File: src/verilog/bdc_defs.vh
// Constants for the backlight dimming control block.
// Behaviour
// - Level 0 gives near-zero current; levels 1..254 give linear duty in 1/256 steps.
// - A write to the duty level register changes brightness in host and combined modes, not in external mode.
// - Level 0xFF is full brightness; level 0x00 is minimum output.
// - Mode comes from bit 2 interpretation and bit 1 source; source=1 means external.
// - Combined mode output duty equals programmed level times measured external duty.
// - Reserved control bits read zero and writes to them do nothing.
// - Defined control bits read back their latched value.
// - Device control bits 7 and 6 always read zero.
// - Backlight-on write turns backlight on within 4 ms.
// - Backlight-off write turns backlight off at once; flag and channels read zero.
// - Duty register reads last write in host/combined modes, live brightness in external.
// - Entering host mode keeps brightness; entering other modes follows the new mode.
// - Short threshold upper bit 0 disables detection; 10 is 3.1 V, 11 is 8 V.
// - Frequency bit selects 600 kHz when 0 and 1.2 MHz when 1.
// - Channel bits enable lanes on write; read 1 only for healthy enabled lanes.
// - Backlight-on flag reads 1 while the backlight is on.
`ifndef BDC_DEFS_VH
`define BDC_DEFS_VH
`define BDC_OFS_DUTY 8'h00
`define BDC_OFS_CTRL 8'h01
`define BDC_OFS_CFG 8'h08
`define BDC_OFS_CHAN 8'h09
`define BDC_RST_DUTY 8'hFF
`define BDC_RST_CTRL 8'h00
`define BDC_RST_CFG 8'hFF
`define BDC_RST_CHAN 8'hFF
`define BDC_CTRL_MASK 8'h07
`define BDC_CFG_MASK 8'h07
`define BDC_BIT_ON 0
`define BDC_BIT_SRC 1
`define BDC_BIT_INTERP 2
`define BDC_BIT_FREQ 2
`define BDC_MODE_HOST 2'h0
`define BDC_MODE_EXT 2'h1
`define BDC_MODE_COMB 2'h2
`define BDC_CLK_HZ 20000000
`define BDC_ON_DELAY_US 4000
`define BDC_ON_DELAY_CYC ((`BDC_CLK_HZ / 1000000) * `BDC_ON_DELAY_US)
`define BDC_ON_CNT_W 17
// Last count of the start-up delay, sized to the delay counter (80000 cycles less one).
`define BDC_ON_DELAY_LAST 17'h1387F
`endif

File: src/verilog/bdc_duty_meter.v
// Measures the duty of the external dimming input over one of its periods.
`timescale 1ns/100ps
module bdc_duty_meter (
  input wire core_clk,
  input wire sys_rst,
  input wire external_dimming_input,
  output reg [7:0] duty
);
  reg prev_in;
  reg [15:0] high_cnt;
  reg [15:0] total_cnt;
  wire rise;
  assign rise = external_dimming_input & ~prev_in;
  // Counts high and total cycles; each rising edge closes one period.
  always @(posedge core_clk or posedge sys_rst) begin
    if (sys_rst) begin
      prev_in <= 1'b0;
      high_cnt <= 16'h0000;
      total_cnt <= 16'h0000;
      duty <= 8'h00;
    end else begin
      prev_in <= external_dimming_input;
      if (rise) begin
        if (total_cnt != 16'h0000) begin
          if (high_cnt >= total_cnt) begin
            duty <= 8'hFF; // Input held high over the whole period.
          end else begin
            duty <= ratio(high_cnt, total_cnt);
          end
        end
        high_cnt <= 16'h0001;
        total_cnt <= 16'h0001;
      end else begin
        if (total_cnt != 16'hFFFF) begin
          total_cnt <= total_cnt + 16'h0001;
          high_cnt <= high_cnt + {15'h0000, external_dimming_input};
        end else begin
          duty <= external_dimming_input ? 8'hFF : 8'h00; // Input stuck at a level.
        end
      end
    end
  end
  // Scales high time to a 0..255 fraction of the period.
  function [7:0] ratio;
    input [15:0] hi;
    input [15:0] tot;
    reg [23:0] q;
    begin
      q = {hi, 8'h00} / {8'h00, tot};
      ratio = (q > 24'h0000FF) ? 8'hFF : q[7:0];
    end
  endfunction
endmodule // bdc_duty_meter

File: src/verilog/bdc_pwm_core.v
// Free-running PWM generator with 256 duty levels at the host PWM rate.
`timescale 1ns/100ps
module bdc_pwm_core (
  input wire core_clk,
  input wire sys_rst,
  input wire [7:0] level,
  output reg pwm
);
  reg [7:0] phase;
  // Level 0 never drives; 255 is always on; others give level/256 duty.
  always @(posedge core_clk or posedge sys_rst) begin
    if (sys_rst) begin
      phase <= 8'h00;
      pwm <= 1'b0;
    end else begin
      phase <= phase + 8'h01;
      pwm <= (level == 8'hFF) ? 1'b1 : (phase < level);
    end
  end
endmodule // bdc_pwm_core

File: src/verilog/bdc_top.v
// Register file, mode decode and output drive of the backlight dimming control.
`timescale 1ns/100ps
`include "bdc_defs.vh"
module bdc_top (
  input wire core_clk,
  input wire sys_rst,
  input wire reg_wr,
  input wire reg_rd,
  input wire [7:0] reg_addr,
  input wire [7:0] reg_wdata,
  output reg [7:0] reg_rdata,
  input wire external_dimming_input,
  input wire [7:0] lane_fault,
  output reg led_pwm,
  output reg [7:0] lane_drive,
  output reg backlight_on_flag,
  output reg [1:0] short_threshold_select,
  output reg short_detect_enable,
  output reg switching_freq_select
);
  reg [7:0] duty_level;
  reg [7:0] device_control;
  reg [7:0] cfg;
  reg [7:0] lane_enable;
  reg [7:0] held_level;
  reg [16:0] on_cnt;
  reg bl_on;
  reg [1:0] mode;
  reg [7:0] eff_level;
  reg [15:0] product;
  reg [7:0] rd_val;
  wire [7:0] ext_duty;
  wire pwm_raw;
  wire ctrl_wr;
  wire [7:0] ctrl_new;
  assign ctrl_wr = reg_wr && (reg_addr == `BDC_OFS_CTRL);
  assign ctrl_new = reg_wdata & `BDC_CTRL_MASK;

  bdc_duty_meter u_meter (
    .core_clk(core_clk),
    .sys_rst(sys_rst),
    .external_dimming_input(external_dimming_input),
    .duty(ext_duty)
  );

  // Decodes mode: source wins, then interpretation picks host or combined.
  always @* begin
    if (device_control[`BDC_BIT_SRC]) begin
      mode = `BDC_MODE_EXT;
    end else if (device_control[`BDC_BIT_INTERP]) begin
      mode = `BDC_MODE_HOST;
    end else begin
      mode = `BDC_MODE_COMB;
    end
  end

  // Picks the level in effect for the current mode.
  always @* begin
    product = {8'h00, duty_level} * {8'h00, ext_duty};
    case (mode)
      `BDC_MODE_EXT: eff_level = ext_duty;
      `BDC_MODE_COMB: eff_level = (ext_duty == 8'hFF) ? duty_level : product[15:8];
      `BDC_MODE_HOST: eff_level = held_level;
      default: eff_level = held_level;
    endcase
  end

  bdc_pwm_core u_pwm (
    .core_clk(core_clk),
    .sys_rst(sys_rst),
    .level(eff_level),
    .pwm(pwm_raw)
  );

  // Register writes; reserved bits are dropped on entry.
  always @(posedge core_clk or posedge sys_rst) begin
    if (sys_rst) begin
      duty_level <= `BDC_RST_DUTY;
      device_control <= `BDC_RST_CTRL;
      cfg <= `BDC_RST_CFG & `BDC_CFG_MASK;
      lane_enable <= `BDC_RST_CHAN;
    end else if (reg_wr) begin
      case (reg_addr)
        `BDC_OFS_DUTY: duty_level <= reg_wdata;
        `BDC_OFS_CTRL: device_control <= ctrl_new;
        `BDC_OFS_CFG: cfg <= reg_wdata & `BDC_CFG_MASK;
        `BDC_OFS_CHAN: lane_enable <= reg_wdata;
        default: duty_level <= duty_level;
      endcase
    end
  end

  // Host-mode level: updated by duty writes only in host mode; kept on entry to host mode.
  always @(posedge core_clk or posedge sys_rst) begin
    if (sys_rst) begin
      held_level <= `BDC_RST_DUTY;
    end else if (ctrl_wr && !ctrl_new[`BDC_BIT_SRC] && ctrl_new[`BDC_BIT_INTERP]
                 && (mode != `BDC_MODE_HOST)) begin
      held_level <= eff_level;
    end else if (reg_wr && (reg_addr == `BDC_OFS_DUTY) && (mode == `BDC_MODE_HOST)) begin
      held_level <= reg_wdata;
    end
  end

  // Backlight on/off sequencing: off at once, on after the start-up delay.
  always @(posedge core_clk or posedge sys_rst) begin
    if (sys_rst) begin
      bl_on <= 1'b0;
      on_cnt <= 17'h00000;
    end else if (!device_control[`BDC_BIT_ON]) begin
      bl_on <= 1'b0;
      on_cnt <= 17'h00000;
    end else if (!bl_on) begin
      if (on_cnt >= `BDC_ON_DELAY_LAST) begin
        bl_on <= 1'b1;
      end else begin
        on_cnt <= on_cnt + 17'h00001;
      end
    end
  end

  // Readback mux; unmapped offsets read zero.
  always @* begin
    case (reg_addr)
      `BDC_OFS_DUTY: rd_val = (mode == `BDC_MODE_EXT) ? eff_level : duty_level;
      `BDC_OFS_CTRL: rd_val = device_control;
      `BDC_OFS_CFG: rd_val = cfg;
      `BDC_OFS_CHAN: rd_val = bl_on ? (lane_enable & ~lane_fault) : 8'h00;
      default: rd_val = 8'h00;
    endcase
  end

  // Registered outputs.
  always @(posedge core_clk or posedge sys_rst) begin
    if (sys_rst) begin
      reg_rdata <= 8'h00;
      led_pwm <= 1'b0;
      lane_drive <= 8'h00;
      backlight_on_flag <= 1'b0;
      short_threshold_select <= 2'h3;
      short_detect_enable <= 1'b1;
      switching_freq_select <= 1'b1;
    end else begin
      if (reg_rd) begin
        reg_rdata <= rd_val;
      end
      led_pwm <= bl_on & pwm_raw;
      lane_drive <= bl_on ? lane_enable : 8'h00;
      backlight_on_flag <= bl_on;
      short_threshold_select <= cfg[1:0];
      short_detect_enable <= cfg[1];
      switching_freq_select <= cfg[`BDC_BIT_FREQ];
    end
  end
endmodule // bdc_top
File: config.mk
export PLATFORM = sky130hd
export DESIGN_NAME = bdc_top
export DESIGN_NICKNAME = d
export VERILOG_FILES = /design/src/verilog/bdc_duty_meter.v /design/src/verilog/bdc_pwm_core.v /design/src/verilog/bdc_top.v
export VERILOG_INCLUDE_DIRS = /design/src /design/src/verilog
export SDC_FILE = /design/constraint.sdc
export NUM_CORES = 1
export LEC_CHECK = 0
export ABC_AREA = 1
export BUFFER_PORTS_ARGS = -buffer_cell sky130_fd_sc_hd__buf_2
export CAP_MARGIN = 10
export CORE_ASPECT_RATIO = 1.4
export CORE_UTILIZATION = 40
export DETAILED_ROUTE_END_ITERATION = 7
export GPL_TIMING_DRIVEN = 0
export PLACE_DENSITY = 0.66
export SLEW_MARGIN = 10
export SYNTH_ARGS = -nofsm -noshare
export SYNTH_HDL_FRONTEND = slang
export SYNTH_SLANG_ARGS = --single-unit
File: constraint.sdc
create_clock -name core_clk -period 46.5 [get_ports core_clk]
set_input_delay 9.3 -clock core_clk [delete_from_list [all_inputs] [get_ports core_clk]]
set_output_delay 9.3 -clock core_clk [all_outputs]
set_load 0.01 [all_outputs]
==> metrics, run 1 <==
outcome=complete, no violations; post-route ant nets=0; share of layout cells above drive strength 1=18.82%; most used cell along the critical path=nand2_1; Most used DFF post-synth=dfrtp_1; I/O Buffers=50; first-pass detailed-route iteration total=6; leading area contributor after synthesis=ha_1; FP Rows=102; initial DRC count=1118; area of the multi-input gates=18460 um^2; number of nets in the layout=4048; wire per inst=15.67 um; Clock Tree Buf Depth=2; DP Worst Slack=-8.764 ns; Async SR Flop Fraction=100.0%; clock transition at the registers of the reported paths=0.06 ns; clock sinks=119; core area=55390 um^2; hpwl dp=51590 um; critical path class=reg2reg; GR Overflow Total=0; worst path required time=46.83 ns; CTS tree=built; Die X=202.1 um; Final WS setup=2.914 ns; fin cells=4405; syn avg cell area=6.485 um^2; largest net degree at the start of global routing=79; max frequency=22.94 MHz; Num CTS Buffers=17; die height=282.1 um; die area=57010 um^2; Worst setup SP type=flip-flop; GPL Wtd Cong=0.8801; I/O pin total=51; crit path time final=43.59 ns; CP peak stage delay=0.37 ns; Via Count=23517; Worst Tran Pin Value=1.250 ns; count of cell types in the netlist=70; Final Hold Vio Count=0; Placed Area=23630 um^2; TNS Setup=0 ns; # setup viols final=0; first-pass GRT wire length=106800 um; count leader, synth=nand2_1; max_cap viols=0; Synth Instances=3457; # diodes=0; vias per cell=5.339; Slowest cell on crit path=dfrtp_1; Remaining DRCs=0; CP Capture Type=flip-flop; clock latency on the worst-skew pair=0.44 ns; placed cells=4237; sequential area share after synthesis=13.45%; Slew Viols, Final=0; FILL cells=5651; EDFF count, synth=0; CTS H-Tree Depth=4; post-synth top area share=17.80%; Final Cell Area=27000 um^2; root buf cell=clkbuf_16; drt total wl=69040 um; GRT Total Usage=22.98%; dominant cells by area after synthesis=ha_1 18%, nand2_1 14%, dfrtp_1 9.9%, inv_1 7.9%, o21ai_0 5.6%; Synth top cells by count=852 x nand2_1, 472 x inv_1, 319 x ha_1; kind of path behind the tightest hold check=reg2reg; WP data arrival=43.91 ns; period utilization=93.73%; Register Area=3015 um^2; slew margin rel.=16.61%; synthesized area=22420 um^2; Synth Register Bits=119; peak fanout along the critical path=10; syn nets=3841; Synth-to-Final Area Change=20.43%; initial antenna violation count=0; vias in the first global route=22087; Synth warnings=0; Initial Util=40.48%; Setup Skew=0.009892 ns
[metrics by stage]
stage	hold slack, ns	util, %
after floorplan	0.3519	-
after global placement	0.3577	42.57
after detailed placement	0.3668	42.67
after CTS	0.3726	45.30
after global routing	0.3819	48.74
final	0.3718	48.74
[sequential cells by signal (all words and copies together), names as in the netlist]
signal / cells
backlight_on_flag: 1
bl_on: 1
cfg: 3
device_control: 3
duty_level: 8
held_level: 8
lane_drive: 8
lane_enable: 8
led_pwm: 1
on_cnt: 17
reg_rdata: 8
short_detect_enable: 1
short_threshold_select: 1
switching_freq_select: 1
u_meter.duty: 8
u_meter.high_cnt: 16
u_meter.prev_in: 1
u_meter.total_cnt: 16
u_pwm.phase: 8
u_pwm.pwm: 1
[cell type report]
type / count / share of cell area [%]
multi-input cells: 2745 / 68.38
flip-flops and latches: 119 / 11.17
inverters: 516 / 7.480
repair buffers: 191 / 5.181
well taps: 728 / 3.374
plain buffers: 74 / 2.146
clock buffers: 19 / 1.641
clock inverters: 13 / 0.6303
[critical path: cells and delay by family (launching register included)]
kind | cells | cell delay (ns)
adder cells (fa/ha/maj) | 25 | 6.94
AND/OR/NAND/NOR | 157 | 15.84
buffers and inverters | 58 | 6.11
XOR/XNOR | 3 | 0.51
flip-flops | 1 | 0.37
AO/OA/AOI/OAI | 94 | 13.69
[layer usage]
metal  global-route usage (%)  vias to the layer above  wire length [um]
met5                        0                        -                 0
met4                    10.57                        0              3465
met3                    1.935                      184              2051
met2                    44.97                      479             36640
met1                    24.70                    10936             26880
li1                         -                    11918                 -
[worst paths after layout]
path | startpoint | end | slack [ns] | depth (start not counted)
min in group asynchronous | sys_rst | u_meter.high_cnt[15] | 8.90 | 2
setup reg to reg | u_meter.total_cnt[0] | u_meter.duty[0] | 2.91 | 337
hold reg to reg | cfg[0] | short_threshold_select[0] | 0.37 | 0
setup / recovery | u_meter.total_cnt[0] | u_meter.duty[0] | 2.91 | 337
max in group asynchronous | sys_rst | duty_level[5] | 36.85 | 3
hold / removal | cfg[0] | short_threshold_select[0] | 0.37 | 0
[cell usage in the layout, fill, tap and decap left out, types with 13 or more instances in the layout]
cell and n:
nor3_1 57, o21bai_1 17, o211ai_1 14, ha_1 281, clkbuf_1 40, dfrtp_1 89
nand2_2 55, a31oi_1 14, nor2_4 14, nor2_2 23, inv_2 35, o21ai_2 40
nand2_1 816, ha_4 34, nand4_1 36, buf_4 136, xnor2_1 73, xor2_1 119
o21ai_0 187, dfstp_2 30, nor4_1 20, nand3_2 29, clkbuf_16 18, buf_6 17
o21ai_1 56, buf_2 51, nand3_1 181, a21oi_2 41, a21oi_1 181, or2_2 32
fa_1 36, nand3_4 13, nor2_1 200, and2_1 14, inv_1 459
[what timing repair did]
action | CTS | global route
setup buffers | 39 | 98
hold endpoints to repair | 0 | 0
pin swaps | 44 | 140
endpoints found under the setup margin | 4 | 2
resized for setup | 167 | 292
hold buffers | 0 | 0
cloned | 1 | 1
[cells by family (layout without fill, tap and decap cells)]
logic type	after synthesis	count (layout)	share of synthesized area (%)
buf+inv	593	813	10.26
xor+xnor	192	192	7.501
fa+ha+maj	355	355	21.02
mux	1	1	0.05023
compound gates	661	661	16.94
simple gates	1536	1536	30.78
flops	119	119	13.45
Power of run 1 is left out: the tool's default activity adds up to more than one toggle a clock period on the data nets, which glitch-free logic cannot reach.
==> run 2, diff against run 1 <==
- CORE_UTILIZATION: 40 -> 55
- PLACE_DENSITY: 0.66 -> 0.83
==> run 2 against run 1 <==
Global-route usage grew 7.2 points. Utilization grew 18 points. Largest cell class unchanged. Sequential share of layout area grew 0.089 points. Design area shrank 0.79%.
==> metrics, run 2 (synthesized netlist as in run 1, its figures left out) <==
outcome=complete, no violations; Via Count=24905 (+5.9%); vias per cell=5.877 (+10%); vias in the first global route=22726 (+2.9%); share of layout cells above drive strength 1=19.04% (+0.22 points); GPL Wtd Cong=0.9231 (+4.9%); critical path class=reg2reg; Synth-to-Final Area Change=19.48%; initial antenna violation count=2 (+2); commonest non-fill, non-tap cell in the layout=nand2_1; Post-CTS Hold Buffers=0 (unchanged); slew margin rel.=24.97% (+8.4 points); max frequency=22.10 MHz (-3.7%); first-pass GRT wire length=103900 um (-2.7%); Register Area=3015 um^2 (unchanged); Final Cell Area=26790 um^2 (-0.79%); # setup viols final=0 (unchanged); Setup Skew=0.007575 ns (-0.002316 ns); FILL cells=3341 (-41%); CTS H-Tree Depth=4 (unchanged); crit path time final=45.26 ns (+1.671 ns); peak fanout along the critical path=12 (+2); Initial Util=55.66% (+15 points); TNS Setup=0 ns (unchanged); CP Capture Type=flip-flop; area of the multi-input gates=18370 um^2 (-0.49%); Remaining DRCs=0 (unchanged); Final Hold Vio Count=0 (unchanged); root buf cell=clkbuf_16; max_cap viols=0 (unchanged); period utilization=97.33% (+3.6 points); core area=40280 um^2 (-27%); drt total wl=70510 um (+2.1%); fin cells=4238 (-3.8%); wire per inst=16.64 um (+6.1%); hpwl dp=48460 um (-6.1%); Util after Layout=66.51% (+18 points); Placed Area=23390 um^2 (-1.0%); I/O Buffers=50 (unchanged); most used cell along the critical path=nand2_1; first-pass detailed-route iteration total=7 (+1); Num CTS Buffers=17 (unchanged); die height=240.9 um (-15%); Clock Tree Buf Depth=2 (unchanged); number of nets in the layout=4074 (+0.64%); largest register by flop count=on_cnt; WP data arrival=45.58 ns (+1.67 ns); placed cells=4043 (-4.6%); CTS tree=built; GRT Total Usage=30.22% (+7.2 points); initial DRC count=1897 (+70%); largest net degree at the start of global routing=80 (+1.3%); clock transition at the registers of the reported paths=0.06 ns (about the same); FP Rows=87 (-15%); Worst Tran Pin Value=1.124 ns (-0.1254 ns); GR Overflow Total=0 (unchanged); max reg flops=17 (unchanged); Slew Viols, Final=0 (unchanged); Slowest cell on crit path=dfrtp_1; clock sinks=119 (unchanged); worst path required time=46.82 ns (about the same); I/O pin total=51 (unchanged); post-route ant nets=0 (unchanged); die area=41580 um^2 (-27%); kind of path behind the tightest hold check=reg2reg; commonest cells after routing, fill and taps aside=816 x nand2_1, 459 x inv_1, 286 x ha_1; CP peak stage delay=0.37 ns (about the same); Die X=172.6 um (-15%); top flop regs=on_cnt x17, u_meter.high_cnt x16, u_meter.total_cnt x16; clock latency on the worst-skew pair=0.43 ns (about the same); Worst setup SP type=flip-flop
==> run 2: cell count changes in the layout (fill, tap and decap cells not counted), moves of 5 or more <==
cell,change
ha_1,+5
o21ai_1,-9
o21ai_0,+7
a21oi_2,-6
nor2_2,-6
buf_4,+30
ha_4,-5
a21oi_1,+7
==> run 2: metrics by stage <==
| stage | hold WS (ns) | worst slack [ns] |
|---|---|---|
| global placement | 0.3634 | -8.405 |
| detailed placement | 0.3628 | -8.140 |
| CTS | 0.3754 | 0.01440 |
| global route | 0.3850 | -1.633 |
| floorplan | 0.3519 | 1.711 |
| finish | 0.3727 | 1.243 |
==> run 2: final cells by class <==
cell class / instances / area share [%]
clock buffers: 18 / 1.640
repair buffers: 217 / 5.834
multi-input cells: 2745 / 68.59
plain buffers: 74 / 2.116
flip-flops and latches: 119 / 11.26
clock inverters: 14 / 0.6166
inverters: 516 / 7.446
diodes: 1 / 0.009342
well taps: 534 / 2.494
==> run 2: final timing paths <==
kind | start | endpoint | slack, ns | cells after the start
min in group asynchronous | sys_rst | u_pwm.phase[5] | 8.87 | 2
worst min register to register | bl_on | backlight_on_flag | 0.37 | 0
worst min-delay path | bl_on | backlight_on_flag | 0.37 | 0
max in group asynchronous | sys_rst | duty_level[7] | 36.88 | 3
worst max register to register | u_meter.total_cnt[0] | u_meter.duty[0] | 1.24 | 341
worst max-delay path | u_meter.total_cnt[0] | u_meter.duty[0] | 1.24 | 341
==> run 2: per-layer routing <==
| metal | global-route usage [%] | wire length [um] | vias up |
|---|---|---|---|
| li1 | - | - | 11981 |
| met1 | 31.32 | 25280 | 11427 |
| met2 | 57.43 | 34920 | 1036 |
| met3 | 3.576 | 4528 | 459 |
| met4 | 19.72 | 5763 | 2 |
| met5 | 0 | 12 | - |
==> run 2: critical path, delay by kind of cell, from the launching register on <==
kind	cells	cell delay (ns)
AOI/OAI and AO/OA	90	13.76
xor gates and xnor gates	2	0.32
and+or+nand+nor	171	17.83
DFF	1	0.37
buffers and inverters	53	5.59
adders and majority gates	25	7.04
==> run 2: timing repair <==
item	4_1_cts	5_1_grt
buffers inserted	51	112
gates resized for setup	149	279
gates cloned	1	1
hold endpoints to repair	0	0
setup endpoints to repair	4	3
pin swaps	42	124
Power of run 2 is left out for the same reason.
